**src/rtl/phyr_pkg.sv**
```systemverilog
// Constants, field positions and carrier types for the PHY advertisement and special control register bank.
// Assumes a 32-bit Avalon-MM slave port with byte addresses; every register sits in one aligned word.
package phyr_pkg;

    // Register indices; the byte address is four times the index
    localparam logic [9:0] IDX_ID_LOW = 10'h05C;
    localparam logic [9:0] IDX_ID_HIGH = 10'h05E;
    localparam logic [9:0] IDX_ADVERTISE = 10'h060;
    localparam logic [9:0] IDX_PARTNER = 10'h062;
    localparam logic [9:0] IDX_SPEC1 = 10'h066;
    localparam logic [9:0] IDX_SPEC2 = 10'h06A;
    // Alias windows onto the shared storage
    localparam logic [9:0] IDX_CTRL4 = 10'h0F0;
    localparam logic [9:0] IDX_DIAG1 = 10'h0F2;
    localparam logic [9:0] IDX_DIAG2 = 10'h0F4;

    // Advertisement and partner ability fields
    localparam int ADV_PAUSE_BIT = 10;
    localparam int ADV_RSVD9_BIT = 9;
    localparam int ADV_ABIL_LSB = 5;
    localparam logic [4:0] SELECTOR_VAL = 5'h01;
    localparam int CTRL4_PAUSE_BIT = 4;
    localparam int CTRL4_ABIL_LSB = 0;

    // Special control and status fields
    localparam int SPEC_POL_BIT = 5;
    localparam int SPEC_MDIX_BIT = 4;
    localparam int SPEC_FORCE_BIT = 3;
    localparam int SPEC_EEE_BIT = 2;
    localparam int SPEC_LOOP_BIT = 1;
    localparam int SPEC_RSVD0_BIT = 0;
    localparam int DIAG_FORCE_BIT = 11;
    localparam int DIAG_LOOP_BIT = 9;

    // Reset values
    localparam logic ADV_PAUSE_RST = 1'b1;
    localparam logic [3:0] ADV_ABIL_RST = 4'hF;
    localparam logic ADV_RSVD9_RST = 1'b0;
    localparam logic FORCE_RST = 1'b0;
    localparam logic EEE_DIS_RST = 1'b1;
    localparam logic LOOP_RST = 1'b0;
    localparam logic RSVD0_RST = 1'b0;

    localparam int NUM_PORTS = 2;

    // Ability order: 100 full, 100 half, 10 full, 10 half (msb first)
    typedef struct packed {
        logic pause;
        logic [3:0] ability;
    } phyr_ability_t;

    typedef struct packed {
        logic polarity_rev;
        logic mdix;
    } phyr_line_stat_t;

endpackage

```
**src/rtl/phyr_regs.sv**
```systemverilog
// Register bank: port 2 PHY identifier, advertisement, partner ability and both special control registers.
// Assumes an Avalon-MM master on the same clock and PHY status inputs generated on that clock.
//
// Summary of operation
// - Identifier words are fixed, writes ignored
// - Advertised pause bit, resets set, shared with ctrl4
// - Four ability advertisement bits, reset set, shared
// - Next page, remote fault read zero; reserved bit 9 stored, reads back
// - Partner pause bit mirrors status input
// - Partner ability bits mirror status inputs
// - Partner upper bits zero, low field 0x01
// - Special bit 5 shows polarity reversal
// - Special bit 4 shows MDI-X state
// - Special bit 3 forces link pass
// - Special bit 2 disables 10BASE-Te, resets set
// - Port 1 bit 1 enables near-end loopback
// - Port 2 bit 1 enables near-end loopback
`timescale 1ns/1ns
module phyr_regs
    import phyr_pkg::*;
#(
    parameter logic [15:0] PHY_ID_LOW = 16'h5A3C, // Arbitrary value
    parameter logic [15:0] PHY_ID_HIGH = 16'h0C3A // Arbitrary value
) (
    // Clock and reset
    input wire logic i_sys_clk,
    input wire logic i_rst_n,
    // Avalon-MM slave
    input wire logic [11:0] i_avs_address,
    input wire logic i_avs_read,
    input wire logic i_avs_write,
    input wire logic [31:0] i_avs_writedata,
    input wire logic [3:0] i_avs_byteenable,
    output logic [31:0] o_avs_readdata,
    output logic o_avs_waitrequest,
    // PHY status
    input wire phyr_line_stat_t i_port1_line,
    input wire phyr_line_stat_t i_port2_line,
    input wire phyr_ability_t i_port2_partner,
    // PHY control
    output phyr_ability_t o_port2_advertise,
    output logic [NUM_PORTS-1:0] o_force_link,
    output logic [NUM_PORTS-1:0] o_eee10_disable,
    output logic [NUM_PORTS-1:0] o_near_loopback
);

    logic wait_reg;
    logic [31:0] rdata_reg;
    phyr_ability_t adv_reg;
    logic adv_rsvd9_reg;
    logic [9:0] idx;
    logic req;
    logic wr_go;
    logic wr_lo;
    logic wr_hi;
    logic [15:0] rd_next;
    logic [NUM_PORTS-1:0] spec_wr;
    logic [NUM_PORTS-1:0] diag_wr;
    logic [NUM_PORTS-1:0] rsvd0;
    phyr_line_stat_t line_stat [NUM_PORTS];

    assign idx = i_avs_address[11:2];
    assign req = i_avs_read | i_avs_write;
    // A write lands on the edge where the master sees waitrequest low
    assign wr_go = i_avs_write & ~wait_reg;
    assign wr_lo = wr_go & i_avs_byteenable[0];
    assign wr_hi = wr_go & i_avs_byteenable[1];
    assign line_stat[0] = i_port1_line;
    assign line_stat[1] = i_port2_line;

    // Two-cycle answer: first edge takes the request and latches read data, second completes it
    always_ff @(posedge i_sys_clk or negedge i_rst_n) begin
        if (!i_rst_n) begin
            wait_reg <= 1'b1;
        end else if (req && wait_reg) begin
            wait_reg <= 1'b0;
        end else begin
            wait_reg <= 1'b1;
        end
    end

    always_ff @(posedge i_sys_clk or negedge i_rst_n) begin
        if (!i_rst_n) begin
            rdata_reg <= 32'h0000_0000;
        end else if (i_avs_read && wait_reg) begin
            rdata_reg <= {16'h0000, rd_next};
        end
    end

    assign o_avs_waitrequest = wait_reg;
    assign o_avs_readdata = rdata_reg;

    // Advertisement storage, reachable from its own word and from the ctrl4 alias
    always_ff @(posedge i_sys_clk or negedge i_rst_n) begin
        if (!i_rst_n) begin
            adv_reg.pause <= ADV_PAUSE_RST;
            adv_reg.ability <= ADV_ABIL_RST;
        end else if (idx == IDX_ADVERTISE) begin
            if (wr_hi) begin
                adv_reg.pause <= i_avs_writedata[ADV_PAUSE_BIT];
                adv_reg.ability[3] <= i_avs_writedata[ADV_ABIL_LSB+3];
            end
            if (wr_lo) begin
                adv_reg.ability[2:0] <= i_avs_writedata[ADV_ABIL_LSB+2:ADV_ABIL_LSB];
            end
        end else if (idx == IDX_CTRL4 && wr_lo) begin
            adv_reg.pause <= i_avs_writedata[CTRL4_PAUSE_BIT];
            adv_reg.ability <= i_avs_writedata[CTRL4_ABIL_LSB+3:CTRL4_ABIL_LSB];
        end
    end

    always_ff @(posedge i_sys_clk or negedge i_rst_n) begin
        if (!i_rst_n) begin
            adv_rsvd9_reg <= ADV_RSVD9_RST;
        end else if (idx == IDX_ADVERTISE && wr_hi) begin
            adv_rsvd9_reg <= i_avs_writedata[ADV_RSVD9_BIT];
        end
    end

    assign o_port2_advertise = adv_reg;

    generate
        for (genvar p = 0; p < NUM_PORTS; p++) begin : g_port
            localparam logic [9:0] SPEC_IDX = (p == 0) ? IDX_SPEC1 : IDX_SPEC2;
            localparam logic [9:0] DIAG_IDX = (p == 0) ? IDX_DIAG1 : IDX_DIAG2;
            assign spec_wr[p] = wr_lo && idx == SPEC_IDX;
            assign diag_wr[p] = wr_hi && idx == DIAG_IDX;
            phyr_spec_ctrl u_spec (
                .i_sys_clk(i_sys_clk),
                .i_rst_n(i_rst_n),
                .i_spec_wr(spec_wr[p]),
                .i_diag_wr(diag_wr[p]),
                .i_wdata(i_avs_writedata[15:0]),
                .o_force_link(o_force_link[p]),
                .o_eee10_disable(o_eee10_disable[p]),
                .o_near_loopback(o_near_loopback[p]),
                .o_rsvd0(rsvd0[p])
            );
        end
    endgenerate

    // Unsupported fields are hardwired; reserved advertisement bit 9 and special bit 0 are stored and read back
    always_comb begin
        rd_next = 16'h0000;
        case (idx)
            IDX_ID_LOW: rd_next = PHY_ID_LOW;
            IDX_ID_HIGH: rd_next = PHY_ID_HIGH;
            IDX_ADVERTISE: rd_next = {5'h00, adv_reg.pause, adv_rsvd9_reg, adv_reg.ability, SELECTOR_VAL};
            IDX_PARTNER: rd_next = {5'h00, i_port2_partner.pause, 1'b0, i_port2_partner.ability, SELECTOR_VAL};
            IDX_SPEC1: rd_next = {10'h000, line_stat[0], o_force_link[0], o_eee10_disable[0],
                                  o_near_loopback[0], rsvd0[0]};
            IDX_SPEC2: rd_next = {10'h000, line_stat[1], o_force_link[1], o_eee10_disable[1],
                                  o_near_loopback[1], rsvd0[1]};
            IDX_CTRL4: rd_next = {11'h000, adv_reg};
            IDX_DIAG1: rd_next = {4'h0, o_force_link[0], 1'b0, o_near_loopback[0], 9'h000};
            IDX_DIAG2: rd_next = {4'h0, o_force_link[1], 1'b0, o_near_loopback[1], 9'h000};
            default: rd_next = 16'h0000;
        endcase
    end
endmodule

```
**src/rtl/phyr_spec_ctrl.sv**
```systemverilog
// Per-port storage of the special control bits shared with the link-diagnostic register.
// Assumes the two write strobes are never high together; each comes from a different address.
`timescale 1ns/1ns
module phyr_spec_ctrl
    import phyr_pkg::*;
(
    // Clock and reset
    input wire logic i_sys_clk,
    input wire logic i_rst_n,
    // Write strobes and data
    input wire logic i_spec_wr,
    input wire logic i_diag_wr,
    input wire logic [15:0] i_wdata,
    // Stored bits
    output logic o_force_link,
    output logic o_eee10_disable,
    output logic o_near_loopback,
    output logic o_rsvd0
);

    // One flop per bit serves both locations, so neither view can go stale
    always_ff @(posedge i_sys_clk or negedge i_rst_n) begin
        if (!i_rst_n) begin
            o_force_link <= FORCE_RST;
            o_near_loopback <= LOOP_RST;
        end else if (i_spec_wr) begin
            o_force_link <= i_wdata[SPEC_FORCE_BIT];
            o_near_loopback <= i_wdata[SPEC_LOOP_BIT];
        end else if (i_diag_wr) begin
            o_force_link <= i_wdata[DIAG_FORCE_BIT];
            o_near_loopback <= i_wdata[DIAG_LOOP_BIT];
        end
    end

    always_ff @(posedge i_sys_clk or negedge i_rst_n) begin
        if (!i_rst_n) begin
            o_eee10_disable <= EEE_DIS_RST;
            o_rsvd0 <= RSVD0_RST;
        end else if (i_spec_wr) begin
            o_eee10_disable <= i_wdata[SPEC_EEE_BIT];
            o_rsvd0 <= i_wdata[SPEC_RSVD0_BIT];
        end
    end

endmodule

```
**config.mk**
```make
export PLATFORM = sky130hd
export DESIGN_NAME = phyr_regs
export DESIGN_NICKNAME = d
export VERILOG_FILES = /design/src/rtl/phyr_pkg.sv /design/src/rtl/phyr_regs.sv /design/src/rtl/phyr_spec_ctrl.sv
export SDC_FILE = /design/constraint.sdc
export NUM_CORES = 1
export LEC_CHECK = 0
export BUFFER_PORTS_ARGS = -buffer_cell sky130_fd_sc_hd__buf_2
export CAP_MARGIN = 0
export CORE_MARGIN = 10
export CORE_UTILIZATION = 48
export DETAILED_ROUTE_END_ITERATION = 6
export GPL_ROUTABILITY_DRIVEN = 0
export MAX_ROUTING_LAYER = met4
export PLACE_DENSITY = 0.82
export SLEW_MARGIN = 5
export SYNTH_ARGS = -nofsm -noshare
export SYNTH_HDL_FRONTEND = slang
export SYNTH_SLANG_ARGS = --single-unit
```
**constraint.sdc**
```tcl
create_clock -name i_sys_clk -period 3.9 [get_ports i_sys_clk]
set_input_delay 0.585 -clock i_sys_clk [delete_from_list [all_inputs] [get_ports i_sys_clk]]
set_output_delay 0.585 -clock i_sys_clk [all_outputs]
set_load 0.02 [all_outputs]
```
==> results of run 1 <==
[power groups by stage]
stage,clock [mW],combinational (mW),sequential [mW]
detailed placement,0,0.0952,0.306
CTS,0.185,0.0956,0.300
global placement,0,0.0939,0.306
global route,0.196,0.106,0.302
finish,0.181,0.0960,0.300
floorplan,0,0.0636,0.310
[worst register-to-register path: stages (launching register included)]
cell	delay (ns)
dfstp_2	0.40
nand3b_1	0.30
or4_4	0.54
mux2_4	0.32
[cell type report]
type,instances,area [um2],share of cell area
clock buffer,4,55.1,0.0259
inverter,4,15.0,0.00707
multi-input combinational,159,973,0.458
sequential,28,711,0.335
tap,48,60.1,0.0283
timing repair buffer,62,310,0.146
[kinds of logic after synthesis]
kind of cell	count (synthesis)
flops	28
other cells	1
compound gates	56
buf+inv	36
simple gates	71
mux	14
[worst min-delay path by stage]
stage | depth (start not counted) | endpoint | startpoint
after floorplan | 0 | adv_rsvd9_reg | i_rst_n
after global placement | 2 | o_avs_readdata[8] | o_avs_readdata[8]
after detailed placement | 2 | o_avs_readdata[7] | o_avs_readdata[7]
after CTS | 1 | o_avs_readdata[6] | i_rst_n
after global routing | 1 | g_port[0].u_spec.o_rsvd0 | i_rst_n
final | 1 | o_avs_readdata[6] | i_rst_n
[metal layers]
| metal | track usage | vias up | routed length (um) |
|---|---|---|---|
| met5 | - | - | 0 |
| met4 | 0.0408 | 0 | 55 |
| met3 | 0.0313 | 5 | 520 |
| met2 | 0.233 | 79 | 2290 |
| met1 | 0.198 | 776 | 2200 |
| li1 | - | 814 | - |
[cell usage after synthesis, types with 4 or more instances]
master	count
a21oi_1	13
a22oi_1	8
buf_4	25
dfrtp_1	20
dfstp_2	8
inv_1	4
mux2_2	5
mux2i_1	7
nand2_1	25
nand3b_1	4
nor2_1	14
o21ai_0	16
o22ai_1	6
or3_1	4
==> impl_metrics.toml, run 1 <==
[route]
wl_um = 5060
wl_per_cell_um = 16.6
first_pass_iters = 4
drc = 0
vias_per_cell = 5.49
dr.first_iter.drc_count = 162
route.antenna.remaining_nets = 0
vias = 1674

[worst_setup_path]
reg2reg_to = "g_port[0].u_spec.o_rsvd0"
reg2reg_depth = 3
crit_type = "input pin to flop"
cpLargestDelayFamily = "simple AND/OR/NAND/NOR gates"
critPathRequiredTime_ns = 4.07
cp-end-kind = "flop"
cp-start-kind = "input pin"
cpMaxStageDelayCell = "nor2b_1"
crit_cells = 6
crit_buf_inv = 1
r2r-start = "o_avs_waitrequest"
regToRegSetupSlack_ns = 2.24
critPathMaxStageDelay_ns = 0.56
crit_path_end = "g_port[1].u_spec.o_near_loopback"
critPathMaxFanout = 9
cp-startpoint = "i_avs_address[4]"
crit_chain = "buf_2 > nor2b_1 > nand2_1 > nor4_1 > mux2i_1 > a21oi_1"
worstPathArrival_ns = 2.21

[place]
pre_cts_slack_ns = 1.59
dpl_cell_area_mm2 = 0.00207
hpwl_um = 4170
place_inst = 301
portBuffers = 62

[job]
cap_violations = 0

[clock_network]
cts-resized-gates = 0
hold_buffers = 0
cts_setup_buffers = 0
cts_made_buffers = 3
cts_tree = "yes"
worstSkewPairLatency_ns = 0.28
root_buffer = "clkbuf_8"
cts.sinks = 28
clockBufferDepth = 2
clkTransAtPathRegs_ns = 0.09
htreeDepth = 1

[layout]
postLayoutCoreUtil = 0.572
largest_reg_flops = 13
design_area_mm2 = 0.00212
final_cell_mix = "buf_2 (62), nand2_1 (25), dfrtp_1 (20), conb_1 (18), o21ai_0 (16)"
insertedDiodeCount = 0
nets = 319
fin_cells = 305
drive_gt1_frac = 0.331
nFillCells = 369
area_delta_synth_final_pct = 13.9
mostFrequentLayoutCell = "buf_2"

[pwr]
cellLeakagePower_nw = 0.993
internal_power_mw = 0.416
p_seq_frac = 0.520
powerDensity_mw_per_mm2 = 272
max-vdd-ir-drop_mv = 0.148
switching_share = 0.279
p_total_mw = 0.578
p_sw_mw = 0.161
power_frac_clock = 0.314
combPwrFrac = 0.166

[floorplan]
io_pins = 105
dieArea_mm2 = 0.00678
core_area_mm2 = 0.00372
start_util = 0.502
die_h_um = 82.3
die_w_um = 82.3
core.rowCount = 22

[timing]
holdWs_ns = 0.306
final_max_slew_viol_count = 0
tightestPinTransition_ns = 0.664
slew_headroom = 0.557
hold_viol_final = 0
period_minus_slack_ns = 2.04
finalCritPeriodShare = 0.523
setup-violations-final = 0
tns_ns = 0
fmax_mhz = 490
clock-skew-final_ns = 0.00485
rsz0062_at_grt = "no"
timing.final.ws_setup_ns = 1.86

[yosys]
syn_area_per_cell_um2 = 9.06
synth-edff-count = 0
synth_area_leaders = "dfrtp_1 (27%), dfstp_2 (11%), buf_4 (10%)"
yosys.area_share.adder = 0
synth_warnings = 0
syn_inst = 206
synth-xor-area-share = 0
muxShareOfSynthArea = 0.0838
ys_ff_latch = 28
synth_ff_type = "dfrtp_1"
synth_top_cell_area_share = 0.268
synthSimpleGateAreaFrac = 0.217
yosysTopAreaCell = "dfrtp_1"
synth_compound_area_frac = 0.185
ys_seq_area_frac = 0.381
synth_top_family_by_area = "simple AND/OR/NAND/NOR gates"
async_flop_share = 1.00
synth.cell_area_mm2 = 0.00187
ys_types = 45

[grt]
overflow = 0
grt_max_degree = 29
grt_pass1_vias = 1677
antenna_found_initial = 0
grt_util_all_layers = 0.152
grt_pass1_wl_um = 7960

[hold_path]
min-delay-path-class = "input pin to asynchronous set/reset pin"

[outcome]
status = "complete, no violations"
Power figures use the tool's default switching activity.
==> run 2: changes to the inputs <==
--- a/config.mk
+++ b/config.mk
@@ -8,11 +8,11 @@
 export BUFFER_PORTS_ARGS = -buffer_cell sky130_fd_sc_hd__buf_2
 export CAP_MARGIN = 0
 export CORE_MARGIN = 10
-export CORE_UTILIZATION = 48
+export CORE_UTILIZATION = 44
 export DETAILED_ROUTE_END_ITERATION = 6
 export GPL_ROUTABILITY_DRIVEN = 0
 export MAX_ROUTING_LAYER = met4
-export PLACE_DENSITY = 0.82
+export PLACE_DENSITY = 0.76
 export SLEW_MARGIN = 5
 export SYNTH_ARGS = -nofsm -noshare
 export SYNTH_HDL_FRONTEND = slang
==> constraint.sdc (replaced) <==
create_clock -name i_sys_clk -period 2 [get_ports i_sys_clk]
set_input_delay 0.3 -clock i_sys_clk [delete_from_list [all_inputs] [get_ports i_sys_clk]]
set_output_delay 0.3 -clock i_sys_clk [all_outputs]
set_load 0.02 [all_outputs]
==> run 2 against run 1 <==
Hold slack got worse by 0.28 ns. Clock skew increased by 0.0017 ns. Clock-buffer cell count decreased by 1. Clock power increased by 150%. Sequential power increased by 95%. Cell count increased by 6.2%. Highest routed layer unchanged.
==> impl_metrics.toml, run 2 (same netlist as run 1, synthesis figures left out) <==
[clock_network]
worstSkewPairLatency_ns = 0.28
cts.sinks = 28
cts_made_buffers = 3
cts_tree = "yes"
hold_buffers = 0
cts_setup_buffers = 0
htreeDepth = 1
cts-resized-gates = 0
root_buffer = "clkbuf_8"
clkTransAtPathRegs_ns = 0.10
clockBufferDepth = 2

[floorplan]
dieArea_mm2 = 0.00724
core.rowCount = 23
core_area_mm2 = 0.00406
die_w_um = 85.1
start_util = 0.460
die_h_um = 85.1
io_pins = 105

[grt]
grt_pass1_wl_um = 9230
antenna_found_initial = 0
grt_max_degree = 29
grt_pass1_vias = 1881
overflow = 0
grt_util_all_layers = 0.154

[place]
pre_cts_slack_ns = 0.107
portBuffers = 62
hpwl_um = 4420

[worst_setup_path]
cp-end-kind = "flop"
critPathRequiredTime_ns = 2.18
critPathMaxStageDelay_ns = 0.54
regToRegSetupSlack_ns = 0.35
reg2reg_depth = 3
crit_chain = "nand3b_1 > or4_4 > mux2_4"
critPathMaxFanout = 7
reg2reg_to = "g_port[0].u_spec.o_rsvd0"
crit_type = "flop to flop"
r2r-start = "o_avs_waitrequest"
cp-start-kind = "flop"
cpMaxStageDelayCell = "or4_4"
worstPathArrival_ns = 1.82

[timing]
tightestPinTransition_ns = 0.620
slew_headroom = 0.587
finalCritPeriodShare = 0.824
rsz0062_at_grt = "no"
hold_viol_final = 0
fmax_mhz = 606
period_minus_slack_ns = 1.65
final_max_slew_viol_count = 0
setup-violations-final = 0
tns_ns = 0
clock-skew-final_ns = 0.00660
holdWs_ns = 0.0212
timing.final.ws_setup_ns = 0.351

[layout]
final_cell_mix = "buf_2 (62), nand2_1 (25), dfrtp_1 (20), conb_1 (18), buf_4 (17)"
multiInputGateArea_um2 = 973
nFillCells = 404
area_delta_synth_final_pct = 21.7
postLayoutCoreUtil = 0.560
insertedDiodeCount = 0
regArea_um2 = 711
largest_reg_flops = 13
nets = 336
mostFrequentLayoutCell = "buf_2"
drive_gt1_frac = 0.372

[pwr]
cellLeakagePower_nw = 1.08
powerDensity_mw_per_mm2 = 547
p_total_mw = 1.24
max-vdd-ir-drop_mv = 0.373

[hold_path]
min-delay-path-class = "input pin to asynchronous set/reset pin"

[route]
drc = 0
vias = 1775
route.antenna.remaining_nets = 0
wl_um = 5480
dr.first_iter.drc_count = 148
first_pass_iters = 4
wl_per_cell_um = 16.9
vias_per_cell = 5.48

[job]
cap_violations = 0

[outcome]
status = "complete, no violations"
## run 2: cell type report
class | instances | area share
sequential | 28 | 0.313
multi-input combinational | 159 | 0.429
clock inverter | 1 | 0.0132
timing repair buffer | 79 | 0.193
clock buffer | 3 | 0.0182
inverter | 4 | 0.00661
tap | 50 | 0.0275
## run 2: per-stage QoR
stage          instances  cell area (um2)
6_report             324             2270
5_1_grt              324             2270
4_1_cts              324             2270
3_5_place_dp         320             2200
3_3_place_gp         320             2200
2_1_floorplan        223             1930
## run 2: how the worst max path moves through the flow
stage,from,cells past startpoint,endpoint,slack [ns]
after detailed placement,i_avs_address[9],5,g_port[0].u_spec.o_rsvd0,0.11
after CTS,o_avs_waitrequest,3,g_port[0].u_spec.o_rsvd0,0.35
after floorplan,i_avs_address[6],6,g_port[0].u_spec.o_rsvd0,0.15
after global routing,o_avs_waitrequest,3,g_port[0].u_spec.o_rsvd0,0.29
final,o_avs_waitrequest,3,g_port[0].u_spec.o_rsvd0,0.35
after global placement,i_avs_address[9],5,g_port[0].u_spec.o_rsvd0,0.12
## run 2: power breakdown
group          switching, mW  internal, mW
sequential           0.00810         0.578
clock                  0.181         0.268
combinational          0.136        0.0699
total                  0.325         0.916
## run 2: critical path: cells and delay by family (launching register included)
kind	cells	cell delay [ns]
simple gates	2	0.82
flops	1	0.40
mux	1	0.32
## run 2: metal layers
layer	vias to the layer above	GRT usage	wire, um
met4	0	0.0434	79
met5	-	-	0
li1	847	-	-
met2	89	0.241	2540
met1	829	0.189	2360
met3	10	0.0440	505
==> run 3: changes to the inputs <==
==> constraint.sdc (replaced) <==
create_clock -name i_sys_clk -period 1.6 [get_ports i_sys_clk]
set_input_delay 0.24 -clock i_sys_clk [delete_from_list [all_inputs] [get_ports i_sys_clk]]
set_output_delay 0.24 -clock i_sys_clk [all_outputs]
set_load 0.02 [all_outputs]
==> run 3 against run 2 <==
Clock skew is 0.0012 ns lower. Sequential cell count stayed put. Design area is 4.5% higher.
==> impl_metrics.toml, run 3 (same netlist as run 1, synthesis figures left out) <==
[timing]
tightestPinTransition_ns = 0.614
finalCritPeriodShare = 0.943
slew_headroom = 0.590
rsz0062_at_grt = "no"
setup-violations-final = 0
fmax_mhz = 663
final_max_slew_viol_count = 0
clock-skew-final_ns = 0.00544
hold_viol_final = 0
period_minus_slack_ns = 1.51

[floorplan]
start_util = 0.460
die_h_um = 85.1
core_area_mm2 = 0.00406
dieArea_mm2 = 0.00724
die_w_um = 85.1
core.rowCount = 23
io_pins = 105

[worst_setup_path]
crit_buf_inv = 1
crit_type = "flop to flop"
cpLargestDelayFamily = "flip-flops"
crit_chain = "nand3b_1 > buf_4 > o22ai_1 > nand2b_1 > mux2_2"
cp-end-kind = "flop"
critPathRequiredTime_ns = 1.81
critPathMaxStageDelay_ns = 0.58
critPathMaxFanout = 7
cpMaxStageDelayCell = "dfstp_2"
worstPathArrival_ns = 1.71
cp-start-kind = "flop"

[clock_network]
htreeDepth = 1
clockBufferDepth = 2
root_buffer = "clkbuf_8"
cts_made_buffers = 3
cts.sinks = 28
worstSkewPairLatency_ns = 0.27
clkTransAtPathRegs_ns = 0.10
cts_tree = "yes"

[route]
wl_per_cell_um = 16.4
route.antenna.remaining_nets = 0
vias = 1800
dr.first_iter.drc_count = 165
drc = 0
vias_per_cell = 5.34
first_pass_iters = 4
wl_um = 5520

[layout]
insertedDiodeCount = 0
largest_reg_flops = 13
nFillCells = 374
multiInputGateArea_um2 = 976
final_cell_mix = "buf_2 (62), buf_4 (29), nand2_1 (25), dfrtp_1 (20), conb_1 (18)"
regArea_um2 = 711
drive_gt1_frac = 0.401
postLayoutCoreUtil = 0.585
nets = 349
area_delta_synth_final_pct = 27.2
mostFrequentLayoutCell = "buf_2"

[pwr]
p_total_mw = 1.57
cellLeakagePower_nw = 1.14
powerDensity_mw_per_mm2 = 661
max-vdd-ir-drop_mv = 0.398

[grt]
antenna_found_initial = 0
grt_util_all_layers = 0.153
grt_max_degree = 29
grt_pass1_wl_um = 9200
overflow = 0
grt_pass1_vias = 1880

[outcome]
status = "complete, no violations"

[place]
hpwl_um = 4590
portBuffers = 62

[hold_path]
min-delay-path-class = "input pin to flop"

[job]
cap_violations = 0
-- run 3: timing repair --
item                                    4_1_cts  5_1_grt
endpoints found under the hold margin        20        0
gates resized for setup                       0        1
hold buffers                                  1        0
endpoints found under the setup margin        0        9
buffers inserted                              0        1
-- run 3: metrics by stage --
step	cells	TNS, ns	setup WS (ns)	hold WS (ns)	cell area (um2)
after floorplan	223	-0.349	-0.183	-0.0556	1930
after global placement	331	-1.45	-0.138	0.274	2280
after detailed placement	331	-2.31	-0.177	0.282	2280
after CTS	336	0	0.0854	0.133	2360
after global routing	337	0	0.0325	0.159	2370
final	337	0	0.0914	0.133	2370
-- run 3: final timing paths --
check,cells after the start,slack (ns),end,startpoint
max in group asynchronous,2,0.70,o_avs_readdata[4],i_rst_n
setup / recovery,5,0.09,o_port2_advertise[3],o_avs_waitrequest
min in group asynchronous,2,0.50,g_port[1].u_spec.o_rsvd0,i_rst_n
hold reg to reg,2,0.48,o_avs_readdata[0],o_avs_readdata[0]
hold / removal,2,0.13,o_avs_waitrequest,i_avs_read
setup reg to reg,5,0.09,o_port2_advertise[3],o_avs_waitrequest
-- run 3: cell type report --
cell class | count | share of cell area
clock inverter | 1 | 0.0127
tap | 50 | 0.0264
inverter | 4 | 0.00633
timing repair buffer | 92 | 0.227
sequential | 28 | 0.299
clock buffer | 3 | 0.0174
multi-input combinational | 159 | 0.411
-- run 3: power breakdown --
part	internal, mW	switching (mW)	total, mW
clock	0.335	0.226	0.561
combinational	0.102	0.175	0.277
sequential	0.723	0.00989	0.733
total	1.16	0.410	1.57
-- run 3: layer usage --
layer	GRT usage	vias to the layer above	wire, um
met5	-	-	0
met2	0.246	86	2590
met4	0.0284	0	16
met1	0.190	838	2320
met3	0.0392	2	597
li1	-	874	-
